--- config.mk ---
export PLATFORM = sky130hd
export DESIGN_NAME = strap_option_latch
export DESIGN_NICKNAME = d
export VERILOG_FILES = /design/src/pkg/strap_pkg.sv /design/src/rtl/strap_option_latch.sv /design/src/rtl/strap_sync.sv
export SDC_FILE = /design/constraint.sdc
export NUM_CORES = 1
export LEC_CHECK = 0
export BUFFER_PORTS_ARGS = -buffer_cell sky130_fd_sc_hd__buf_2
export CAP_MARGIN = 25
export CORE_UTILIZATION = 25
export DETAILED_ROUTE_END_ITERATION = 12
export PLACE_DENSITY = 0.5
export SETUP_SLACK_MARGIN = 0.5
export SLEW_MARGIN = 25
export SYNTH_ARGS = -nofsm -noshare
export SYNTH_HDL_FRONTEND = slang
export SYNTH_HIERARCHICAL = 1
export SYNTH_SLANG_ARGS = --single-unit
--- constraint.sdc ---
create_clock -name sys_clk -period 2.5 [get_ports sys_clk]
set_input_delay 0.125 -clock sys_clk [delete_from_list [all_inputs] [get_ports sys_clk]]
set_output_delay 0.125 -clock sys_clk [all_outputs]
set_load 0.01 [all_outputs]
--- src/pkg/strap_pkg.sv ---
package strap_pkg;

	// Strap levels travel together; field order is the pin bundle order.
	typedef struct packed {
		logic autoneg;          // Auto-negotiation enable strap.
		logic duplex;           // High selects half duplex.
		logic speed;            // High selects 100 Mbps.
		logic isolate;          // High requests isolation.
		logic [2:0] iface_sel;  // Interface-select strap code.
		logic [2:0] addr;       // Low three station address bits.
	} strap_t;

	// Value the straps assume when no capture has happened yet.
	localparam strap_t STRAP_DEFAULT = '{autoneg: 1'b1, duplex: 1'b1, speed: 1'b1,
		isolate: 1'b0, iface_sel: 3'h0, addr: 3'h1};

	// Decoded interface mode.
	typedef enum logic [1:0] {
		MODE_MII = 2'b00,
		MODE_RMII = 2'b01,
		MODE_MII100_PRE = 2'b10,
		MODE_RESERVED = 2'b11
	} iface_mode_t;

	// Interface-select strap codes.
	localparam logic [2:0] IFSEL_MII = 3'h0;
	localparam logic [2:0] IFSEL_RMII = 3'h1;
	localparam logic [2:0] IFSEL_MII100_PRE = 3'h4;

	// Station address bits 4 and 3 are always zero.
	localparam logic [1:0] STATION_ADDR_HIGH = 2'h0;

	// Capture phase of the block.
	typedef enum logic {
		PH_SAMPLE = 1'b0,
		PH_RUN = 1'b1
	} phase_t;

	// Classic Wishbone request bundle from the master.
	typedef struct packed {
		logic cyc;
		logic stb;
		logic we;
		logic [3:0] sel;
		logic [7:0] adr;
		logic [31:0] dat;
	} wb_req_t;

	// Register byte addresses.
	localparam logic [7:0] ADDR_CTRL = 8'h00;
	localparam logic [7:0] ADDR_ADV = 8'h04;
	localparam logic [7:0] ADDR_STATUS = 8'h08;

	// Control register bit positions.
	localparam int CTRL_SPEED_BIT = 13;
	localparam int CTRL_AUTONEG_BIT = 12;
	localparam int CTRL_ISO_BIT = 10;
	localparam int CTRL_DUPLEX_BIT = 8;
	localparam int CTRL_LANE = 1;

	// Advertisement field: bits 8..5 are 100FD, 100HD, 10FD, 10HD.
	localparam int ADV_LSB = 5;
	localparam int ADV_MSB = 8;
	localparam logic [3:0] ADV_CAPS_100 = 4'hf;
	localparam logic [3:0] ADV_CAPS_10 = 4'h3;
	// Byte lanes that carry the advertisement field: bit 8, then bits 7..5.
	localparam int ADV_HI_LANE = 1;
	localparam int ADV_LO_LANE = 0;

	// Status register field positions.
	localparam int STAT_ADDR_LSB = 0;
	localparam int STAT_ADDR_MSB = 4;
	localparam int STAT_MODE_LSB = 5;
	localparam int STAT_MODE_MSB = 6;
	localparam int STAT_RSVD_BIT = 7;
	localparam int STAT_RAW_LSB = 8;
	localparam int STAT_RAW_MSB = 17;
	localparam int STAT_DONE_BIT = 31;

endpackage

--- src/rtl/strap_option_latch.sv ---
// Function
// [RL1] Code 100 is MII100 preamble restore; 101-111 reserved.
// [RL2] Isolate strap lands in control bit 10.
// [RL3] Speed strap lands in control bit 13.
// [RL4] Speed strap also sets advertised speed capabilities.
// [RL5] Duplex strap lands in control bit 8.
// [RL6] Auto-negotiation strap high enables, low disables.
// [RL7] Strap pins input during reset, outputs afterwards.
// [RL8] Code 000 is MII, 001 RMII; 010-011 reserved.
// [RL9] Station address from three straps, bits 4:3 zero.
// [RL10] Capture at reset release; software may override later.
module strap_option_latch (
	input wire logic sys_clk,
	input wire logic rstn,
	input strap_pkg::strap_t strap_in,
	output strap_pkg::strap_t strap_out,
	output strap_pkg::strap_t strap_oe,
	input strap_pkg::strap_t func_out,
	input strap_pkg::wb_req_t wb_req,
	output logic wb_ack,
	output logic [31:0] wb_dat_o,
	output logic speed_100,
	output logic duplex_half,
	output logic isolate,
	output logic autoneg_enable,
	output logic [3:0] adv_caps,
	output strap_pkg::iface_mode_t iface_mode,
	output logic mode_reserved,
	output logic [4:0] station_address,
	output logic straps_latched
);

	strap_pkg::strap_t strap_sync_w;  // Pin levels after two flops.
	strap_pkg::strap_t captured_q;    // Raw levels seen at reset release.
	strap_pkg::phase_t phase_q;       // Sample phase, then normal run.
	strap_pkg::iface_mode_t mode_d;   // Mode decoded from synchronised straps.
	logic mode_rsvd_d;                // Reserved code seen on the pins.
	logic ack_q;                      // One-cycle Wishbone acknowledge.
	logic [31:0] rdata_q;             // Registered read data.
	logic [31:0] rdata_d;             // Read data for the current address.
	logic bus_req;                    // A new request not yet acknowledged.
	logic wr_ctrl;                    // Accepted write to the control word.
	logic wr_adv;                     // Accepted write to the advertisement word.

	// The pins are read only after two flops, as they come from the board.
	strap_sync #(
		.WIDTH($bits(strap_pkg::strap_t))
	) u_sync (
		.sys_clk(sys_clk),
		.async_in(strap_in),
		.sync_out(strap_sync_w)
	);

	// Decode the interface-select code into a mode.
	always_comb begin
		mode_d = strap_pkg::MODE_RESERVED; // [RL1] [RL8]
		mode_rsvd_d = 1'b1;
		case (strap_sync_w.iface_sel)
			strap_pkg::IFSEL_MII: begin
				mode_d = strap_pkg::MODE_MII; // [RL8]
				mode_rsvd_d = 1'b0;
			end
			strap_pkg::IFSEL_RMII: begin
				mode_d = strap_pkg::MODE_RMII; // [RL8]
				mode_rsvd_d = 1'b0;
			end
			strap_pkg::IFSEL_MII100_PRE: begin
				mode_d = strap_pkg::MODE_MII100_PRE; // [RL1]
				mode_rsvd_d = 1'b0;
			end
			default: begin
				// Reserved codes decode to the reserved mode and raise the flag,
				// so software sees the misstrap instead of a guessed mode.
				mode_d = strap_pkg::MODE_RESERVED; // [RL1] [RL8]
				mode_rsvd_d = 1'b1;
			end
		endcase
	end

	// Phase: the first edge after release captures, then the block runs.
	always_ff @(posedge sys_clk or negedge rstn) begin
		if (!rstn) begin
			phase_q <= strap_pkg::PH_SAMPLE;
		end else begin
			case (phase_q)
				strap_pkg::PH_SAMPLE: phase_q <= strap_pkg::PH_RUN; // [RL10]
				strap_pkg::PH_RUN: phase_q <= strap_pkg::PH_RUN;
				default: phase_q <= strap_pkg::PH_SAMPLE;
			endcase
		end
	end

	assign straps_latched = (phase_q == strap_pkg::PH_RUN);

	// Raw strap capture; it never changes again until the next reset.
	always_ff @(posedge sys_clk or negedge rstn) begin
		if (!rstn) begin
			captured_q <= strap_pkg::STRAP_DEFAULT;
			iface_mode <= strap_pkg::MODE_MII;
			mode_reserved <= 1'b0;
		end else if (phase_q == strap_pkg::PH_SAMPLE) begin
			captured_q <= strap_sync_w; // [RL10]
			iface_mode <= mode_d; // [RL1] [RL8]
			mode_reserved <= mode_rsvd_d; // [RL1]
		end
	end

	// Station address: three strap bits, the top two forced to zero.
	assign station_address = {strap_pkg::STATION_ADDR_HIGH, captured_q.addr}; // [RL9]

	// Pins stay inputs until the capture has been taken, which avoids
	// the device fighting the board pulls while they are being read.
	always_ff @(posedge sys_clk or negedge rstn) begin
		if (!rstn) begin
			strap_oe <= '0; // [RL7]
			strap_out <= '0;
		end else begin
			strap_oe <= (phase_q == strap_pkg::PH_RUN) ? '1 : '0; // [RL7]
			strap_out <= func_out;
		end
	end

	// Wishbone decode; a request is acknowledged one cycle after it appears.
	assign bus_req = wb_req.cyc && wb_req.stb && !ack_q;
	assign wr_ctrl = bus_req && wb_req.we && (wb_req.adr == strap_pkg::ADDR_CTRL);
	assign wr_adv = bus_req && wb_req.we && (wb_req.adr == strap_pkg::ADDR_ADV);

	// Control settings: capture at release, software writes afterwards.
	// Writes are ignored in the capture cycle so the straps always win there.
	always_ff @(posedge sys_clk or negedge rstn) begin
		if (!rstn) begin
			speed_100 <= strap_pkg::STRAP_DEFAULT.speed;
			duplex_half <= strap_pkg::STRAP_DEFAULT.duplex;
			isolate <= strap_pkg::STRAP_DEFAULT.isolate;
			autoneg_enable <= strap_pkg::STRAP_DEFAULT.autoneg;
		end else if (phase_q == strap_pkg::PH_SAMPLE) begin
			speed_100 <= strap_sync_w.speed; // [RL3]
			duplex_half <= strap_sync_w.duplex; // [RL5]
			isolate <= strap_sync_w.isolate; // [RL2]
			autoneg_enable <= strap_sync_w.autoneg; // [RL6]
		end else if (wr_ctrl && wb_req.sel[strap_pkg::CTRL_LANE]) begin
			speed_100 <= wb_req.dat[strap_pkg::CTRL_SPEED_BIT]; // [RL10]
			duplex_half <= wb_req.dat[strap_pkg::CTRL_DUPLEX_BIT];
			isolate <= wb_req.dat[strap_pkg::CTRL_ISO_BIT];
			autoneg_enable <= wb_req.dat[strap_pkg::CTRL_AUTONEG_BIT];
		end
	end

	// Advertised capabilities follow the speed strap; a 10 Mbps strap
	// drops both 100 Mbps abilities. Byte lanes split the field.
	always_ff @(posedge sys_clk or negedge rstn) begin
		if (!rstn) begin
			adv_caps <= strap_pkg::ADV_CAPS_100;
		end else if (phase_q == strap_pkg::PH_SAMPLE) begin
			adv_caps <= strap_sync_w.speed ? strap_pkg::ADV_CAPS_100 : strap_pkg::ADV_CAPS_10; // [RL4]
		end else if (wr_adv) begin
			if (wb_req.sel[strap_pkg::ADV_HI_LANE]) begin
				adv_caps[3] <= wb_req.dat[strap_pkg::ADV_MSB]; // [RL10]
			end
			if (wb_req.sel[strap_pkg::ADV_LO_LANE]) begin
				adv_caps[2:0] <= wb_req.dat[strap_pkg::ADV_MSB-1:strap_pkg::ADV_LSB];
			end
		end
	end

	// Read mux; unmapped addresses read as zero and are still acknowledged.
	always_comb begin
		rdata_d = '0;
		case (wb_req.adr)
			strap_pkg::ADDR_CTRL: begin
				rdata_d[strap_pkg::CTRL_SPEED_BIT] = speed_100;
				rdata_d[strap_pkg::CTRL_AUTONEG_BIT] = autoneg_enable;
				rdata_d[strap_pkg::CTRL_ISO_BIT] = isolate;
				rdata_d[strap_pkg::CTRL_DUPLEX_BIT] = duplex_half;
			end
			strap_pkg::ADDR_ADV: begin
				rdata_d[strap_pkg::ADV_MSB:strap_pkg::ADV_LSB] = adv_caps;
			end
			strap_pkg::ADDR_STATUS: begin
				rdata_d[strap_pkg::STAT_ADDR_MSB:strap_pkg::STAT_ADDR_LSB] = station_address;
				rdata_d[strap_pkg::STAT_MODE_MSB:strap_pkg::STAT_MODE_LSB] = iface_mode;
				rdata_d[strap_pkg::STAT_RSVD_BIT] = mode_reserved;
				rdata_d[strap_pkg::STAT_RAW_MSB:strap_pkg::STAT_RAW_LSB] = captured_q;
				rdata_d[strap_pkg::STAT_DONE_BIT] = straps_latched;
			end
			default: begin
				rdata_d = '0;
			end
		endcase
	end

	// Acknowledge and read data; ack drops in the cycle after it was given.
	always_ff @(posedge sys_clk or negedge rstn) begin
		if (!rstn) begin
			ack_q <= 1'b0;
			rdata_q <= '0;
		end else begin
			ack_q <= bus_req;
			if (bus_req) begin
				rdata_q <= rdata_d;
			end
		end
	end

	assign wb_ack = ack_q;
	assign wb_dat_o = rdata_q;
endmodule

--- src/rtl/strap_sync.sv ---
// Two-stage synchroniser for a bundle of slow pin levels.
// The stages carry no reset on purpose: they must keep sampling the pins
// while the chip reset is held, so the value is settled at release.
module strap_sync #(
	parameter int WIDTH = 1
) (
	input wire logic sys_clk,
	input wire logic [WIDTH-1:0] async_in,
	output logic [WIDTH-1:0] sync_out
);

	logic [WIDTH-1:0] meta_q; // First stage, read only by the second.

	// Shift the pin levels through both stages every cycle.
	always_ff @(posedge sys_clk) begin
		meta_q <= async_in;
		sync_out <= meta_q;
	end

endmodule

# Word level (Yosys, flattened, before mapping)
# Index checks and enable logic that the tools add are counted.
# word_totals
output_inout_bits	70
wordCells	76
in_bits	69
ff_bits	82
# op_classes
eq_ne	8
n_reduce_logical	12
muxes	25
# op_table
op	n
4-bit two-way mux	4
1-bit two-way mux	13
10-bit two-way mux	1
8-bit by 3-bit == test with 1-bit output, second input constant	1
8-bit by 4-bit == test with 1-bit output, second input constant	1
8-bit zero test	1
1-bit logical AND	6
3-bit two-way mux	2
2-bit case mux with 3 select lines	1
3-bit case mux with 2 select lines	1
2-bit by 1-bit inequality test with 1-bit output, second input constant	2
2-bit inequality test, second input constant	2
2-bit case mux with 2 select lines	1
2-bit AND reduction	2
3-bit by 1-bit == test with 1-bit output, second input constant	1
3-bit == test, second input constant	1
3-bit zero test	1
1-bit case mux with 3 select lines	1
3-bit OR reduction	1
1-bit case mux with 2 select lines	1
1-bit zero test	1

# Depth between registers and ports, before layout
# Gate-level depths: netlist of run 1.
# logic_depth
ltp_word	7
mapped_depth	5
depth_no_buf	4

# By module
# Netlist of run 1, hierarchy kept.
# by_module_without_submodules
module	area_per_inst_um2	instances	cells_per_inst
strap_option_latch	2290.9	1	213
strap_sync	400.4	1	20

# Worst setup path before layout of run 1
# Ideal clock, no wire load.
# synth_timing
path_type	in2reg
startpoint	input wb_req[37] (netlist name)
endpoint	register speed_100
cell_stages	4
setup_time_ps	77
path_buffers	1
arrival_time_ps	1446
required_ps	2423
setup_slack_ps	977
path_cell_list	or4_4 > buf_6 > or4_1 > a31oi_1
# synth_between
elab_chain_len	4
# synth_lines
element	line	text
from (decl)	strap_option_latch.sv:19	input strap_pkg::wb_req_t wb_req,
8-bit zero test	strap_option_latch.sv:125	assign wr_ctrl = bus_req && wb_req.we && (wb_req.adr == strap_pkg::ADDR_CTRL);
1-bit logical AND	strap_option_latch.sv:125	
1-bit logical AND	strap_option_latch.sv:141	end else if (wr_ctrl && wb_req.sel[strap_pkg::CTRL_LANE]) begin
2-bit by 1-bit inequality test with 1-bit output (no line)	--	
to (signal assigned)	strap_option_latch.sv:132	speed_100 <= strap_pkg::STRAP_DEFAULT.speed;
to (signal assigned)	strap_option_latch.sv:137	speed_100 <= strap_sync_w.speed;
to (signal assigned)	strap_option_latch.sv:142	speed_100 <= wb_req.dat[strap_pkg::CTRL_SPEED_BIT];
to (decl)	strap_option_latch.sv:22	output logic speed_100,
# Every way passes these cells.
# A chain may end at the register's enable or synchronous reset.

# Worst setup path in the final report of run 1
# layout_timing
startpoint	register ack_q, in the netlist wb_ack
endpoint	register isolate
# layout_between
elab_chain_len	6
# layout_lines
element	line	text
from (decl)	strap_option_latch.sv:38	logic ack_q;
from (signal assigned)	strap_option_latch.sv:198	ack_q <= bus_req;
1-bit zero test	strap_option_latch.sv:124	assign bus_req = wb_req.cyc && wb_req.stb && !ack_q;
1-bit logical AND	strap_option_latch.sv:124	
1-bit logical AND (2 in a row)	strap_option_latch.sv:125	
1-bit logical AND	strap_option_latch.sv:141	
2-bit by 1-bit inequality test with 1-bit output (no line)	--	
to (signal assigned)	strap_option_latch.sv:134	isolate <= strap_pkg::STRAP_DEFAULT.isolate;
to (signal assigned)	strap_option_latch.sv:139	isolate <= strap_sync_w.isolate;
to (signal assigned)	strap_option_latch.sv:144	isolate <= wb_req.dat[strap_pkg::CTRL_ISO_BIT];
to (decl)	strap_option_latch.sv:24	output logic isolate,
# Every way passes these cells.

==> results.md, run 1 <==
- Setup-violating endpoint count in the final report: 0
- Maxcap violations: 0
- Setup TNS: 0 ns
- Ant. Diodes: 0
- Slew Viols, Final: 0
- Worst reg-to-reg path cell count: 5
- Clk_skew: 0.00609 ns
- CTS sink count: 70
- Top-area cell type share of the netlist area: 0.363
- Max VDD drop: 0.226 mV
- IO Port Bufs: 94
- Initial antenna violation count: 0
- # fillers: around 1100
- Fin worst setup slack: 0.844 ns
- Vias per cell: 4.19
- Top post-synthesis cells by area: dfrtp_1 (36%), dfxtp_1 (15%), dfstp_2 (11%), buf_4 (8.4%), mux2_2 (4.2%)
- Register bit total from synthesis: 70
- WP data arrival: 1.86 ns
- Drt pass-1 iters: 4
- Drt drc: 0
- Critical Path End Type: flip-flop
- Die width: 106 um
- Post-route cell area: 0.00353 mm2
- Total Power: 2.29 mW
- Cell Pwr Density: 649 mW/mm2
- Syn Area/Cell: about 12 um2
- First-pass GRT wire length: a little under 10 mm
- Hold Path Sink: adv_caps[0]
- Synth area leader: dfrtp_1
- Layout cells sized above 1: 0.394
- Netlist cell types: 35
- Outcome: complete, no violations
- CTS clk-pin slew, worst paths: 0.07 ns
- F_max: 604 MHz
- Area Overhead vs Synth: 31.3%
- Util after Layout: 0.341
- CP startpoint kind: flip-flop
- Die area: about 0.011 mm2
- Hold slack: 0.0275 ns
- Max incr delay on CP: ~0.42 ns
- CTS tree: yes
- GRT Total Usage: 0.118
- Layout Cells excl Fill: between 400 and 500
- Hold Fails Final Rpt: 0
- CTS buffer count: 9
- Core ar.: 0.0104 mm2
- Starting Density: 0.260
- DR vias: 2014
- Cell Area, Synth: 0.00269 mm2
- Worst slew pin tran: 0.804 ns
- Crit share post-route: 0.662
- Worst-path cell chain: nand3b_1 > buf_4 > clkinvlp_4 > a41oi_1 > a21oi_1
- Placed Area: ~0.0032 mm2
- H-tree level count: 3
- Crit-path slowest cell: clkinvlp_4
- Reg2Reg Setup Slack: roughly 0.84 ns
- Setup Fix Bufs, Post-CTS: 0
- Worst Hold Launch: wb_req[5]
- Leakage: between 1.5 and 2 nW
- Grt ovf: 0
- Hpwl dp: around 4.6 mm
- Vias in the first global route: 1914
- Die height: roughly 110 um
- Placed Cells: around 440
- Setup Crit Path Kind: flip-flop to flip-flop
- Sequential element share of the synthesized area: 0.619
- Hold Crit Depth: 3
- Nets@finish: 409
- Site Rows: 37
- CTS max path bufs: 2
- R2r endpoint: isolate
- Skew-Pair Late Insertion Delay: 0.33 ns
- Io pins: 139
- Wirelength per Cell: approximately 13 um
- Critical path peak fanout: 25
- Period minus WS final: 1.66 ns
- CTS Root Cell: clkbuf_8
- Synth warnings: 6
- Pin count of the biggest net entering global routing: 51
- ANT nets after route: 0
- Critical Path RT: 2.71 ns
- Mapped Cells: 233
- Hold/Removal Path Class: input pin to flip-flop
- Reg2Reg Launch Point: wb_ack
- Gpl congestion: approximately 0.83
- Rel. slew slack: 0.464
- Total wire length: 6.30 mm
- Iter 0 DRT Violations: ~100
- Pre-CTS WS: 0.729 ns
- RSZ-0062 raised after global routing: false
==> cells in the final DEF, fill, tap and decap left out, types with 3 or more instances in the layout <==
master and n:
nor2_1 12, clkbuf_8 10, buf_2 93, mux2_2 10, o41ai_1 8, a31oi_1 10, nand3_1 14, dfrtp_1 39
o21ai_0 12, buf_4 5, conb_1 18, or4_1 4, and3_1 3, dfstp_2 11, dlygate4sd3_1 21, a21oi_1 3
nand2_1 22, dfxtp_1 20, clkbuf_1 4, inv_1 3
==> where the power goes <==
part	internal, mW	switching (mW)
Clock	0.386	0.375
Sequential	1.21	0.0549
Combinational	0.124	0.144
==> cell families (layout without fill, tap and decap cells) <==
group / Yosys count / after routing / synth area share
AO/OA/AOI/OAI: 39 / 39 / 0.0953
multiplexers: 11 / 11 / 0.0456
AND/OR/NAND/NOR: 68 / 68 / 0.133
other: 2 / 18 / 0.00279
buffers and inverters: 43 / 139 / 0.105
flip-flops: 70 / 70 / 0.619
==> final cells by class <==
| class | instances | area (um2) | area share |
|---|---|---|---|
| clock buffer | 14 | 153 | 0.0432 |
| inverter | 4 | 18.8 | 0.00531 |
| clock inverter | 2 | 10.0 | 0.00283 |
| timing repair buffer | 119 | 713 | 0.202 |
| multi-input combinational | 136 | 805 | 0.228 |
| sequential | 70 | 1670 | 0.471 |
| tap | 136 | 170 | 0.0481 |
==> registers in the layout (all words and copies together) (netlist names) <==
name / flops
adv_caps: 4
autoneg_enable: 1
captured_q: 7
duplex_half: 1
iface_mode: 2
isolate: 1
mode_reserved: 1
speed_100: 1
station_address: 3
strap_oe: 1
strap_out: 10
straps_latched: 1
u_sync/meta_q: 10
u_sync/sync_out: 10
wb_ack: 1
wb_dat_o: 16
==> synthesized netlist by cell type, drive strengths merged <==
cell type	n
inv	4
dfrtp	39
o41ai	8
a31oi	10
or4b	1
a22o	1
and3	3
o31ai	1
nor4	2
mux2i	1
or4	5
a41oi	2
conb	2
o21ai	12
nand3b	2
dfxtp	20
or2	1
nand4b	1
nand2	22
nand4	2
a21oi	3
nor3	1
nor4b	2
clkbuf	7
buf	32
nor2	12
dfstp	11
o211ai	2
mux2	10
nand3	14
==> how the worst max path moves through the flow <==
stage | cells after the start | slack (ns) | startpoint | end
2_1_floorplan | 4 | 0.98 | wb_req[37] | speed_100
3_3_place_gp | 5 | 0.73 | wb_ack | isolate
3_5_place_dp | 5 | 0.73 | wb_ack | autoneg_enable
4_1_cts | 5 | 0.70 | wb_ack | duplex_half
5_1_grt | 5 | 0.66 | wb_ack | isolate
6_report | 5 | 0.84 | wb_ack | isolate
==> layer usage <==
metal  vias up  GRT usage  routed length, um
met4         0     0.0764                247
met1       918      0.162               2970
met2        86      0.167               2800
met3        20     0.0247                292
li1        990          -                  -
met5         -          0                  0
==> repair_timing <==
item	CTS	global route
setup endpoints to repair	0	1
gates resized for setup	0	1
hold buffers	21	0
endpoints found under the hold margin	59	0
==> worst max-delay path, delay by kind of cell (launching register included) <==
family	cells	cell delay, ns
compound gates	2	0.38
buf+inv	2	0.69
flops	1	0.34
simple gates	1	0.11
(Power assumes the default switching activity.)
==> run 2, diff against run 1 <==
--- a/config.mk
+++ b/config.mk
@@ -5,6 +5,7 @@
 export SDC_FILE = /design/constraint.sdc
 export NUM_CORES = 1
 export LEC_CHECK = 0
+export ABC_AREA = 1
 export BUFFER_PORTS_ARGS = -buffer_cell sky130_fd_sc_hd__buf_2
 export CAP_MARGIN = 25
 export CORE_UTILIZATION = 25
==> constraint.sdc (replaced) <==
create_clock -name sys_clk -period 1.7 [get_ports sys_clk]
set_input_delay 0.085 -clock sys_clk [delete_from_list [all_inputs] [get_ports sys_clk]]
set_output_delay 0.085 -clock sys_clk [all_outputs]
set_load 0.01 [all_outputs]
==> run 2 against run 1 <==
Net effect: sequential cell count unchanged; area after synthesis increased by 2.5%; power increased by 54%; via count increased by 2.0%; die area increased by 2.5%; count of clock-buffer cells in the layout decreased by 1; cell area increased by 3.8%; critical path depth increased by 1; core utilization increased by 0.82 points; critical endpoint is now autoneg_enable; largest cell class unchanged.
==> results.md, run 2 <==
- F_max: 841 MHz (was 604 MHz)
- RSZ-0062 raised after global routing: true (was false)
- Sequential element share of the synthesized area: 0.604 (was 0.619)
- Fin worst setup slack: 0.510 ns (was 0.844 ns)
- Crit share post-route: 0.700 (was 0.662)
- Post-synth top cells: nand2_1 (106), dfrtp_1 (39), buf_4 (32) (was dfrtp_1 (39), buf_4 (30), nand2_1 (22))
- Pre-CTS WS: 0.473 ns (was 0.729 ns)
- Gpl congestion: 0.706 (was 0.829)
- Critical Path End Type: flip-flop (unchanged)
- Nets@finish: 461 (was 409)
- Period minus WS final: 1.19 ns (was 1.66 ns)
- Critical Path RT: 1.99 ns (was 2.71 ns)
- Drt pass-1 iters: 4 (unchanged)
- Die height: 107 um (was 106 um)
- Reg2Reg Setup Slack: 0.51 ns (was 0.84 ns)
- Register bit total from synthesis: 70 (unchanged)
- Mapped Cells: 281 (was 233)
- CTS buffer count: 9 (unchanged)
- Netlist cell types: 25 (was 35)
- First-pass GRT wire length: 9.89 mm (was 9.94 mm)
- Family with the most delay on the worst path: simple AND/OR/NAND/NOR gates (was buffers and inverters)
- CTS Root Cell: clkbuf_8 (unchanged)
- Crit-path slowest cell: dfrtp_1 (was clkinvlp_4)
- Max incr delay on CP: 0.38 ns (was 0.42 ns)
- Total wire length: 5.99 mm (was 6.30 mm)
- Ant. Diodes: 0 (unchanged)
- Drt drc: 0 (unchanged)
- CP startpoint kind: flip-flop (unchanged)
- Maxcap violations: 0 (unchanged)
- Commonest non-fill, non-tap cell in the layout: nand2_1 (was buf_2)
- Setup TNS: 0 ns (unchanged)
- Cell Area, Synth: 0.00276 mm2 (was 0.00269 mm2)
- Site Rows: 37 (unchanged)
- H-tree level count: 3 (unchanged)
- Die width: 107 um (was 106 um)
- Max VDD drop: 0.510 mV (was 0.226 mV)
- Hold Fails Final Rpt: 0 (unchanged)
- Wirelength per Cell: 11.2 um (was 13.1 um)
- Outcome: complete, no violations (unchanged)
- Pin count of the biggest net entering global routing: 51 (unchanged)
- Max reg flops: 16 (unchanged)
- ANT nets after route: 0 (unchanged)
- Hold/Removal Path Class: input pin to flip-flop (unchanged)
- Synth area leader: dfrtp_1 (unchanged)
- Synth warnings: 6 (unchanged)
- CTS sink count: 70 (unchanged)
- Initial antenna violation count: 1 (was 0)
- Core ar.: 0.0105 mm2 (was 0.0104 mm2)
- Vias in the first global route: 1982 (was 1914)
- Vias per cell: 3.86 (was 4.19)
- WP data arrival: 1.48 ns (was 1.86 ns)
- Clk_skew: 0.00807 ns (was 0.00609 ns)
- Total Power: 3.54 mW (was 2.29 mW)
- Grt ovf: 0 (unchanged)
- Hpwl dp: 4.36 mm (was 4.61 mm)
- Starting Density: 0.263 (was 0.260)
- Setup-violating endpoint count in the final report: 0 (unchanged)
- Setup Crit Path Kind: flip-flop to flip-flop (unchanged)
- Area Overhead vs Synth: 33.0% (was 31.3%)
- Slew Viols, Final: 0 (unchanged)
- CTS max path bufs: 2 (unchanged)
- Layout cells sized above 1: 0.375 (was 0.394)
- IO Port Bufs: 94 (unchanged)
- Skew-Pair Late Insertion Delay: 0.34 ns (was 0.33 ns)
- Count leader, synth: nand2_1 (was dfrtp_1)
- Leakage: 1.95 nW (was 1.60 nW)
- Main synth FF type: dfrtp_1 (unchanged)
- Die area: 0.0115 mm2 (was 0.0112 mm2)
- Worst-path cell chain: nand3b_4 > nor2_4 > nand3_4 > nand2_4 > nand2_1 > nand2_1 (was nand3b_1 > buf_4 > clkinvlp_4 > a41oi_1 > a21oi_1)
- DR vias: 2055 (was 2014)
- CP bufs+invs: 0 (was 2)
- Iter 0 DRT Violations: 101 (was 99)
- Io pins: 139 (unchanged)
- Top post-synthesis cells by area: dfrtp_1 (35%), dfxtp_1 (15%), nand2_1 (14%), dfstp_2 (10%), buf_4 (8.7%) (was dfrtp_1 (36%), dfxtp_1 (15%), dfstp_2 (11%), buf_4 (8.4%), mux2_2 (4.2%))
- Cell Pwr Density: 966 mW/mm2 (was 649 mW/mm2)
- CTS tree: yes (unchanged)
- Most frequent cells in the layout: nand2_1 (106), buf_2 (94), dfrtp_1 (38) (was buf_2 (93), dfrtp_1 (39), nand2_1 (22))
- Top-area cell type share of the netlist area: 0.354 (was 0.363)
- CP dominant cell by count: nand2_1
- CTS clk-pin slew, worst paths: 0.07 ns (about the same)
- Critical path peak fanout: 6 (was 25)
- GRT Total Usage: 0.114 (was 0.118)
- Async SR Flop Fraction: 0.714 (unchanged)
- Syn Area/Cell: 9.82 um2 (was 11.6 um2)
- Post-synth EDFFs: 0 (unchanged)
- Util after Layout: 0.349 (was 0.341)
run 2: changes by cell type after synthesis, sizes merged, moves of 3 or more:
| cell | before | now |
|---|---|---|
| a31oi | 10 | 0 |
| and3 | 3 | 0 |
| clkbuf | 7 | 3 |
| inv | 4 | 11 |
| mux2 | 10 | 0 |
| nand2 | 22 | 111 |
| nand3 | 14 | 29 |
| o21ai | 12 | 3 |
| o41ai | 8 | 0 |
| or4 | 5 | 0 |
run 2: through the flow:
step                      cell area [um2]  instances  hold slack, ns
final                                3670        533          0.0289
after floorplan                      2820        297          -0.211
after global routing                 3670        533          0.0268
after CTS                            3650        532          0.0177
after global placement               3230        494          0.0915
after detailed placement             3230        494          0.0952
run 2: worst reg2reg max path, cell delays in order, from the launching register on:
cell and delay (ns):
dfrtp_1 0.38, nand3b_4 0.22, nor2_4 0.20, nand3_4 0.14, nand2_4 0.10, nand2_1 0.05
nand2_1 0.06
run 2: path summary, 6_finish.rpt:
check,startpoint,endpoint,depth (start not counted)
max in group asynchronous,rstn,adv_caps[1],3
min,wb_req[5],adv_caps[0],4
max,wb_ack,autoneg_enable,6
max reg2reg,wb_ack,autoneg_enable,6
min reg2reg,u_sync/meta_q[4],u_sync/sync_out[4],0
min in group asynchronous,rstn,strap_out[5],3
run 2: where the power goes:
group	leakage, nW	switching (mW)	internal [mW]
Clock	0.0996	0.585	0.756
Sequential	0.777	0.0561	1.77
Combinational	1.08	0.211	0.164
Total	1.95	0.852	2.69
run 2: kinds of logic (layout without fill, tap and decap cells):
logic type,count (synthesis),count (layout),synth area share
and+or+nand+nor,156,156,0.271
DFF,70,70,0.604
buffers and inverters,48,148,0.112
AOI/OAI and AO/OA,5,5,0.0104
other,2,18,0.00272
run 2: final cells by class:
| cell class | instances | area (um2) |
|---|---|---|
| sequential | 70 | 1670 |
| timing repair buffer | 121 | 738 |
| inverter | 11 | 42.5 |
| clock buffer | 13 | 159 |
| fill | 1108 | 6840 |
| tap | 136 | 170 |
| clock inverter | 3 | 42.5 |
| multi-input combinational | 179 | 850 |
run 2: routing by layer:
layer / vias up / share of wire / global-route usage
met4: 2 / 0.020 / 0.0558
li1: 1045 / - / -
met5: - / 0.0022 / 0
met1: 934 / 0.45 / 0.143
met2: 61 / 0.46 / 0.170
met3: 13 / 0.061 / 0.0432
run 2: timing repair:
action,CTS,global route
hold buffers,21,0
hold endpoints to repair,70,0
buffers inserted,1,1
endpoints found under the setup margin,9,16
pin swaps,1,1
cloned,0,0
gates resized for setup,1,2
